## config.mk

```make
export PLATFORM = sky130hd
export DESIGN_NAME = cmpol_top
export DESIGN_NICKNAME = d
export VERILOG_FILES = /design/src/hw/cmpol_pkg.sv /design/src/hw/cmpol_sync.sv /design/src/hw/cmpol_top.sv
export VERILOG_INCLUDE_DIRS = /design/src /design/src/hw
export SDC_FILE = /design/constraint.sdc
export NUM_CORES = 1
export LEC_CHECK = 0
export ABC_AREA = 1
export BUFFER_PORTS_ARGS = -buffer_cell sky130_fd_sc_hd__buf_4
export CAP_MARGIN = 20
export CORE_ASPECT_RATIO = 1.2
export CORE_MARGIN = 2
export CORE_UTILIZATION = 55
export DETAILED_ROUTE_END_ITERATION = 16
export PLACE_DENSITY_LB_ADDON = 0.12
export SLEW_MARGIN = 15
export SYNTH_ARGS = -nofsm -noshare
export SYNTH_HDL_FRONTEND = slang
export SYNTH_HIERARCHICAL = 1
export SYNTH_SLANG_ARGS = --single-unit
```

## constraint.sdc

```tcl
create_clock -name clk_sys -period 4.1 [get_ports clk_sys]
set_clock_uncertainty 0.1 [all_clocks]
set_input_delay 0 -clock clk_sys [delete_from_list [all_inputs] [get_ports clk_sys]]
set_output_delay 0 -clock clk_sys [all_outputs]
set_load 0.02 [all_outputs]
```

## src/hw/cmpol_consts.svh

```systemverilog
// Offsets, field positions, reset values and encodings of the comparator output logic.
// Assumes an 8-bit register port with a 3-bit word address.
`ifndef CMPOL_CONSTS_SVH
`define CMPOL_CONSTS_SVH
`define CMPOL_ADDR_W 3
`define CMPOL_DATA_W 8
`define CMPOL_OFS_CTRL 3'h0
`define CMPOL_OFS_AUX 3'h1
`define CMPOL_OFS_DIR 3'h2
`define CMPOL_OFS_PORT 3'h3
`define CMPOL_OFS_ANA 3'h4
`define CMPOL_BIT_RES2 7
`define CMPOL_BIT_RES1 6
`define CMPOL_BIT_INV2 5
`define CMPOL_BIT_INV1 4
`define CMPOL_BIT_SWITCH 3
`define CMPOL_MODE_HI 2
`define CMPOL_MODE_LO 0
`define CMPOL_BIT_REFSEL 0
`define CMPOL_BIT_PINOUT 1
`define CMPOL_PIN_ONE 1
`define CMPOL_PIN_TWO 2
`define CMPOL_MODE_MUX4 3'h6
`define CMPOL_MODE_OFF 3'h7
`define CMPOL_CTRL_RST 8'h07
`define CMPOL_AUX_RST 8'h00
`define CMPOL_DIR_RST 8'hff
`define CMPOL_PORT_RST 8'h00
`define CMPOL_ANA_RST 8'hff
`define CMPOL_LEVEL_W 8
`endif

```

## src/hw/cmpol_pkg.sv

```systemverilog
// Types shared by the comparator output logic.
// Assumes cmpol_consts.svh is on the include path.
`include "cmpol_consts.svh"
package cmpol_pkg;
    typedef enum logic [2:0]
    {
        cmpol_mode_mux4 = `CMPOL_MODE_MUX4,
        cmpol_mode_off = `CMPOL_MODE_OFF
    } cmpol_mode_t;
endpackage : cmpol_pkg

```

## src/hw/cmpol_sync.sv

```systemverilog
// Two-stage synchroniser for a bus of independent asynchronous levels.
// Assumes each bit is a level; multi-bit coherence is not kept.
`timescale 1ns/1ps
module cmpol_sync #(
    parameter int WIDTH = 2
) (
    input wire logic clk_sys,
    input wire logic nrst,
    input wire logic [WIDTH-1:0] async_in,
    output logic [WIDTH-1:0] sync_out
);
    logic [WIDTH-1:0] meta_r;

    // First stage feeds only the second stage
    always_ff @(posedge clk_sys)
    begin
        if (!nrst)
        begin
            meta_r <= '0;
            sync_out <= '0;
        end
        else
        begin
            meta_r <= async_in;
            sync_out <= meta_r;
        end
    end
endmodule : cmpol_sync

```

## src/hw/cmpol_top.sv

```systemverilog
// Comparator output logic: input routing, polarity, status and port pin muxing.
// Assumes analog levels arrive digitised and asynchronous; register port on clk_sys.
`timescale 1ns/1ps
`include "cmpol_consts.svh"

module cmpol_top #(
    parameter int LEVEL_W = `CMPOL_LEVEL_W
) (
    input wire logic clk_sys,
    input wire logic nrst,
    input wire logic [`CMPOL_ADDR_W-1:0] reg_addr,
    input wire logic [`CMPOL_DATA_W-1:0] reg_wdata,
    input wire logic reg_wr,
    input wire logic reg_rd,
    output logic [`CMPOL_DATA_W-1:0] reg_rdata,
    input wire logic [LEVEL_W-1:0] c1_noninverting_input,
    input wire logic [LEVEL_W-1:0] c1_inverting_input_a,
    input wire logic [LEVEL_W-1:0] c1_inverting_input_b,
    input wire logic [LEVEL_W-1:0] c2_noninverting_input,
    input wire logic [LEVEL_W-1:0] c2_inverting_input_a,
    input wire logic [LEVEL_W-1:0] c2_inverting_input_b,
    input wire logic [LEVEL_W-1:0] internal_ref_level,
    input wire logic [7:0] port_f_in,
    output logic [7:0] port_f_out,
    output logic [7:0] port_f_oe
);
    logic [`CMPOL_DATA_W-1:0] ctrl_r;
    logic [`CMPOL_DATA_W-1:0] aux_r;
    logic [7:0] port_f_direction_bits_r;
    logic [7:0] port_latch_r;
    logic [7:0] analog_mask_r;
    logic [2:0] comparator_mode_field;
    logic first_result_invert;
    logic second_result_invert;
    logic use_internal_ref;
    logic [LEVEL_W-1:0] c1_pos;
    logic [LEVEL_W-1:0] c1_neg;
    logic [LEVEL_W-1:0] c2_pos;
    logic [LEVEL_W-1:0] c2_neg;
    logic c1_raw;
    logic c2_raw;
    logic c1_out;
    logic c2_out;
    logic [1:0] res_sync;
    logic [7:0] pin_sync;
    logic [`CMPOL_DATA_W-1:0] rdata_nxt;

    function automatic logic cmpol_above(input logic [LEVEL_W-1:0] pos,
                                         input logic [LEVEL_W-1:0] neg);
        return pos > neg;
    endfunction : cmpol_above

    function automatic logic cmpol_hit(input logic [`CMPOL_ADDR_W-1:0] a,
                                       input logic [`CMPOL_ADDR_W-1:0] ofs);
        return a == ofs;
    endfunction : cmpol_hit

    assign comparator_mode_field = ctrl_r[`CMPOL_MODE_HI:`CMPOL_MODE_LO];
    assign first_result_invert = ctrl_r[`CMPOL_BIT_INV1];
    assign second_result_invert = ctrl_r[`CMPOL_BIT_INV2];

    // Reference gate: only the four-input mux mode may pick the internal level
    assign use_internal_ref = aux_r[`CMPOL_BIT_REFSEL]
        && (comparator_mode_field == cmpol_pkg::cmpol_mode_mux4);

    always_comb
    begin
        c1_pos = use_internal_ref ? internal_ref_level : c1_noninverting_input;
        c2_pos = use_internal_ref ? internal_ref_level : c2_noninverting_input;
        c1_neg = c1_inverting_input_a;
        c2_neg = c2_inverting_input_a;
        if ((comparator_mode_field == cmpol_pkg::cmpol_mode_mux4) && ctrl_r[`CMPOL_BIT_SWITCH])
        begin
            c1_neg = c1_inverting_input_b;
            c2_neg = c2_inverting_input_b;
        end
    end

    // Equal levels resolve low; that band is uncertain in the analog part anyway
    always_comb
    begin
        c1_raw = cmpol_above(c1_pos, c1_neg);
        c2_raw = cmpol_above(c2_pos, c2_neg);
        if (comparator_mode_field == cmpol_pkg::cmpol_mode_off)
        begin
            c1_raw = 1'b0;
            c2_raw = 1'b0;
        end
    end

    // One inverted value feeds both status and pins, so their polarity cannot disagree; status lags the pins by two cycles
    assign c1_out = c1_raw ^ first_result_invert;
    assign c2_out = c2_raw ^ second_result_invert;

    cmpol_sync #(
        .WIDTH(2)
    ) u_res_sync (
        .clk_sys(clk_sys),
        .nrst(nrst),
        .async_in({c2_out, c1_out}),
        .sync_out(res_sync)
    );

    cmpol_sync #(
        .WIDTH(8)
    ) u_pin_sync (
        .clk_sys(clk_sys),
        .nrst(nrst),
        .async_in(port_f_in),
        .sync_out(pin_sync)
    );

    // Pins: unsynchronised results bypass the latch; direction still owns the driver
    always_comb
    begin
        port_f_out = port_latch_r;
        port_f_oe = ~port_f_direction_bits_r;
        if (aux_r[`CMPOL_BIT_PINOUT])
        begin
            port_f_out[`CMPOL_PIN_ONE] = c1_out;
            port_f_out[`CMPOL_PIN_TWO] = c2_out;
        end
    end

    // Control/status: result bit positions are not stored at all
    always_ff @(posedge clk_sys)
    begin
        if (!nrst)
            ctrl_r <= `CMPOL_CTRL_RST;
        else if (reg_wr && cmpol_hit(reg_addr, `CMPOL_OFS_CTRL))
            ctrl_r <= {2'h0, reg_wdata[`CMPOL_BIT_INV2:0]};
    end

    always_ff @(posedge clk_sys)
    begin
        if (!nrst)
            aux_r <= `CMPOL_AUX_RST;
        else if (reg_wr && cmpol_hit(reg_addr, `CMPOL_OFS_AUX))
            aux_r <= {6'h00, reg_wdata[1:0]};
    end

    always_ff @(posedge clk_sys)
    begin
        if (!nrst)
            port_f_direction_bits_r <= `CMPOL_DIR_RST;
        else if (reg_wr && cmpol_hit(reg_addr, `CMPOL_OFS_DIR))
            port_f_direction_bits_r <= reg_wdata;
    end

    always_ff @(posedge clk_sys)
    begin
        if (!nrst)
            port_latch_r <= `CMPOL_PORT_RST;
        else if (reg_wr && cmpol_hit(reg_addr, `CMPOL_OFS_PORT))
            port_latch_r <= reg_wdata;
    end

    always_ff @(posedge clk_sys)
    begin
        if (!nrst)
            analog_mask_r <= `CMPOL_ANA_RST;
        else if (reg_wr && cmpol_hit(reg_addr, `CMPOL_OFS_ANA))
            analog_mask_r <= reg_wdata;
    end

    always_comb
    begin
        rdata_nxt = '0;
        if (cmpol_hit(reg_addr, `CMPOL_OFS_CTRL))
            rdata_nxt = {res_sync, ctrl_r[`CMPOL_BIT_INV2:0]};
        else if (cmpol_hit(reg_addr, `CMPOL_OFS_AUX))
            rdata_nxt = aux_r;
        else if (cmpol_hit(reg_addr, `CMPOL_OFS_DIR))
            rdata_nxt = port_f_direction_bits_r;
        else if (cmpol_hit(reg_addr, `CMPOL_OFS_PORT))
            rdata_nxt = pin_sync & ~analog_mask_r;
        else if (cmpol_hit(reg_addr, `CMPOL_OFS_ANA))
            rdata_nxt = analog_mask_r;
    end

    // Read data stand for exactly one cycle after the strobe
    always_ff @(posedge clk_sys)
    begin
        if (!nrst)
            reg_rdata <= '0;
        else if (reg_rd)
            reg_rdata <= rdata_nxt;
        else
            reg_rdata <= '0;
    end
endmodule : cmpol_top

```

==> impl_metrics.py <==
metrics = {
    "synth": {
        "synthCells": 414,
        "synth_top_family_by_area": "simple AND/OR/NAND/NOR gates",
        "synth-seq-cells": 60,
        "ys_top_cells_by_area": "dfxtp_1, nand2_1, inv_1, ha_1, o211ai_1",
        "synth-xor-area-share_pct": 0,
        "synth_top_area_share_pct": 37.9,
        "synth_most_common_cell": "nand2_1",
        "syn_area_um2": 3170,
        "async_reset_ff_share_pct": 0,
        "ys_warn_count": 6,
        "yosysUniqueCellTypes": 29,
        "synth_compound_area_share_pct": 16.4,
        "synthFlopType": "dfxtp_1",
        "synthesis.nets": 509,
        "synth-simple-area-share_pct": 20.3,
        "synthAdderAreaFrac_pct": 6.32,
        "synth_edf_count": 0,
        "synth_mux_area_share_pct": 5.13,
        "seq_area_frac_synth_pct": 37.9,
        "avgSynthCellArea_um2": 7.65,
        "yosysTopAreaCell": "dfxtp_1",
        "synth_common_cells": "nand2_1, inv_1, dfxtp_1",
    },
    "clock_tree": {
        "cts_buffers": 9,
        "cts_root_buffer": "clkbuf_8",
        "h-tree-depth": 3,
        "cts_setup_buffers": 0,
        "cts_buffer_depth": 2,
        "clock-sinks": 60,
        "clk_pin_slew_worst_paths_ps": 60,
        "cts_tree": "done",
        "insertion_delay_ps": 340,
    },
    "routing": {
        "drc": 0,
        "vias_per_cell": 5.11,
        "via_count": 3063,
        "totalWireLength_um": 8180,
        "wl_per_cell_um": 13.6,
        "dr.pass1.iters": 4,
        "ant_nets": 0,
        "initialDrtViolationCount": 156,
    },
    "global_routing": {
        "grt_max_degree": 47,
        "grt_pass1_vias": 2831,
        "overflow": 0,
        "grt_pass1_wl_um": 12500,
        "antenna_found_initial": 0,
        "track_usage_pct": 25.8,
    },
    "worst_setup_path": {
        "startpoint_type": "register",
        "cp-startpoint": "ctrl_r[2]",
        "cp_data_required_time_ps": 4000,
        "crit_path_max_fanout": 24,
        "reg2reg_slack_ps": 1310,
        "r2r_cells": 14,
        "slowest_stage": "nor4_4",
        "max_stage_delay_ps": 800,
        "end_kind": "primary output",
        "crit_top_cell": "nand2_1",
        "arrival_ps": 3010,
        "path_cells": "inv_2 > nor4_4 > nand2_1 > o21ai_0 > inv_1 > ha_1 > nand2_1 > nor2_1 > nand2_1 > nand2_1 > nand2_1 > nand2_1 > nand3_1 > nand2_1 > buf_4",
        "r2r-start": "ctrl_r[2]",
        "critPathKind": "reg2out",
    },
    "place": {
        "io_buffer_count": 102,
        "dpl.hpwl_um": 5960,
        "routabilityCongestion": 0.867,
        "postPlaceCellArea_um2": 3860,
    },
    "worst_hold_path": {
        "hold_start": "port_f_in[5]",
        "min_path_cells": 4,
        "worstHoldPathType": "in2reg",
    },
    "power_and_ir_drop": {
        "power_switching_mw": 0.341,
        "p_int_mw": 1.03,
        "comb_power_share_pct": 16.5,
        "sequentialPowerShare_pct": 44.9,
        "switching_share_pct": 24.9,
        "clkPwrFrac_pct": 38.6,
        "ir_worst_vdd_mv": 0.280,
        "power_density_nw_per_um2": 320,
        "power_leakage_nw": 2.33,
    },
    "cells_and_area": {
        "drive_gt1_share_pct": 25.4,
        "diodes": 0,
        "area_growth_syn_to_layout_pct": 35.2,
        "final_util_pct": 76.6,
        "design_area_um2": 4280,
        "nFillCells": 433,
        "finalNetCount": 626,
    },
    "timing": {
        "period_needed_ps": 3110,
        "final.setup.tns_ps": 0,
        "setup_viol": 0,
        "report.final.slew_viol_count": 0,
        "rsz0062_at_grt": "no",
        "tightest_slew_ps": 918,
        "hold_violations": 0,
        "slew_headroom_pct": 38.3,
        "fmax_ghz": 0.322,
        "period_share_pct": 75.8,
    },
    "floorplan": {
        "die_area_um2": 6390,
        "core_area_um2": 5590,
        "fp.dieH_um": 87.1,
        "die_w_um": 73.3,
        "rows": 30,
        "ioPinCount": 103,
        "start_util_pct": 56.6,
    },
    "status": {
        "status": "completed",
    },
    "job": {
        "max_cap_violations": 0,
    },
}
==> through the flow <==
stage / setup slack [ps] / cells / hold slack, ps / total power [mW]
floorplan: 1890 / 414 / -8.03 / 0.739
global placement: 1400 / 562 / 80.2 / 0.828
detailed placement: 1340 / 562 / 85.5 / 0.834
CTS: 995 / 600 / 276 / 1.38
global route: 673 / 600 / 310 / 1.43
finish: 994 / 600 / 290 / 1.37
==> per-layer routing <==
layer / vias up / wire length (um) / GRT usage (%)
met1: 1368 / 3290 / 29.1
li1: 1563 / - / -
met5: - / 0 / 0
met4: 0 / 233 / 14.0
met2: 115 / 4130 / 45.2
met3: 17 / 522 / 4.98
==> power groups by stage <==
stage               registers (mW)  clock network [mW]  logic, mW
global route                 0.615               0.561      0.249
global placement             0.626                   0      0.203
CTS                          0.614               0.540      0.226
floorplan                    0.628                   0      0.111
finish                       0.614               0.528      0.226
detailed placement           0.627                   0      0.208
==> layout make-up <==
cell class                      instances  area (um^2)  area share (%)
Inverter                               76          288            6.72
Clock inverter                          5         50.0            1.17
Timing Repair Buffer                  124          986            23.0
Sequential cell                        60         1200            28.0
Clock buffer                           11          151            3.53
Multi-Input combinational cell        260         1530            35.6
Tap cell                               64         80.1            1.87
==> worst paths after layout <==
| check | to |
|---|---|
| worst max-delay path | port_f_out[2] |
| worst min-delay path | u_pin_sync/meta_r[5] |
| worst max register to register | u_res_sync/meta_r[0] |
| worst min register to register | u_pin_sync/sync_out[6] |
==> worst max-delay path, delay by kind of cell, from the launching register on <==
kind | cells | cell delay [ps]
and+or+nand+nor | 10 | 1600
DFF | 1 | 390
buffers and inverters | 3 | 270
adders and majority gates | 1 | 270
AOI/OAI and AO/OA | 1 | 130
==> placed cells by master (no fill, tap or decap), types with 2 or more instances in the layout <==
cell type      count
nor2_1            10
nor2_4             5
a21oi_1           32
nand2_1           92
dfxtp_1           60
o21ai_0           32
nand3_1           18
clkinv_2           4
buf_4            102
dlygate4sd3_1     22
mux2i_1           14
and2_1             2
o211ai_1          24
mux2_2             2
inv_1             74
ha_1              16
a21o_1             2
nand2_2            5
clkbuf_8          11
==> registers in the layout (all words and copies together), names as in the netlist <==
name,cells
analog_mask_r,8
aux_r,2
ctrl_r,6
port_f_direction_bits_r,8
port_latch_r,8
reg_rdata,8
u_pin_sync/meta_r,8
u_pin_sync/sync_out,8
u_res_sync/meta_r,2
u_res_sync/sync_out,2
==> cells by family (layout without fill, tap and decap cells) <==
group	Yosys count	in the layout
flip-flops	60	60
multiplexers	16	16
AND/OR/NAND/NOR	137	137
adder cells (fa/ha/maj)	16	16
AO/OA/AOI/OAI	91	91
buffers and inverters	94	216
==> timing repair <==
| item | 4_1_cts | 5_1_grt |
|---|---|---|
| endpoints found under the hold margin | 49 | 0 |
| hold buffers | 22 | 0 |
| gates resized for setup | 0 | 0 |
Note: power is estimated with default switching activity, not from simulation.
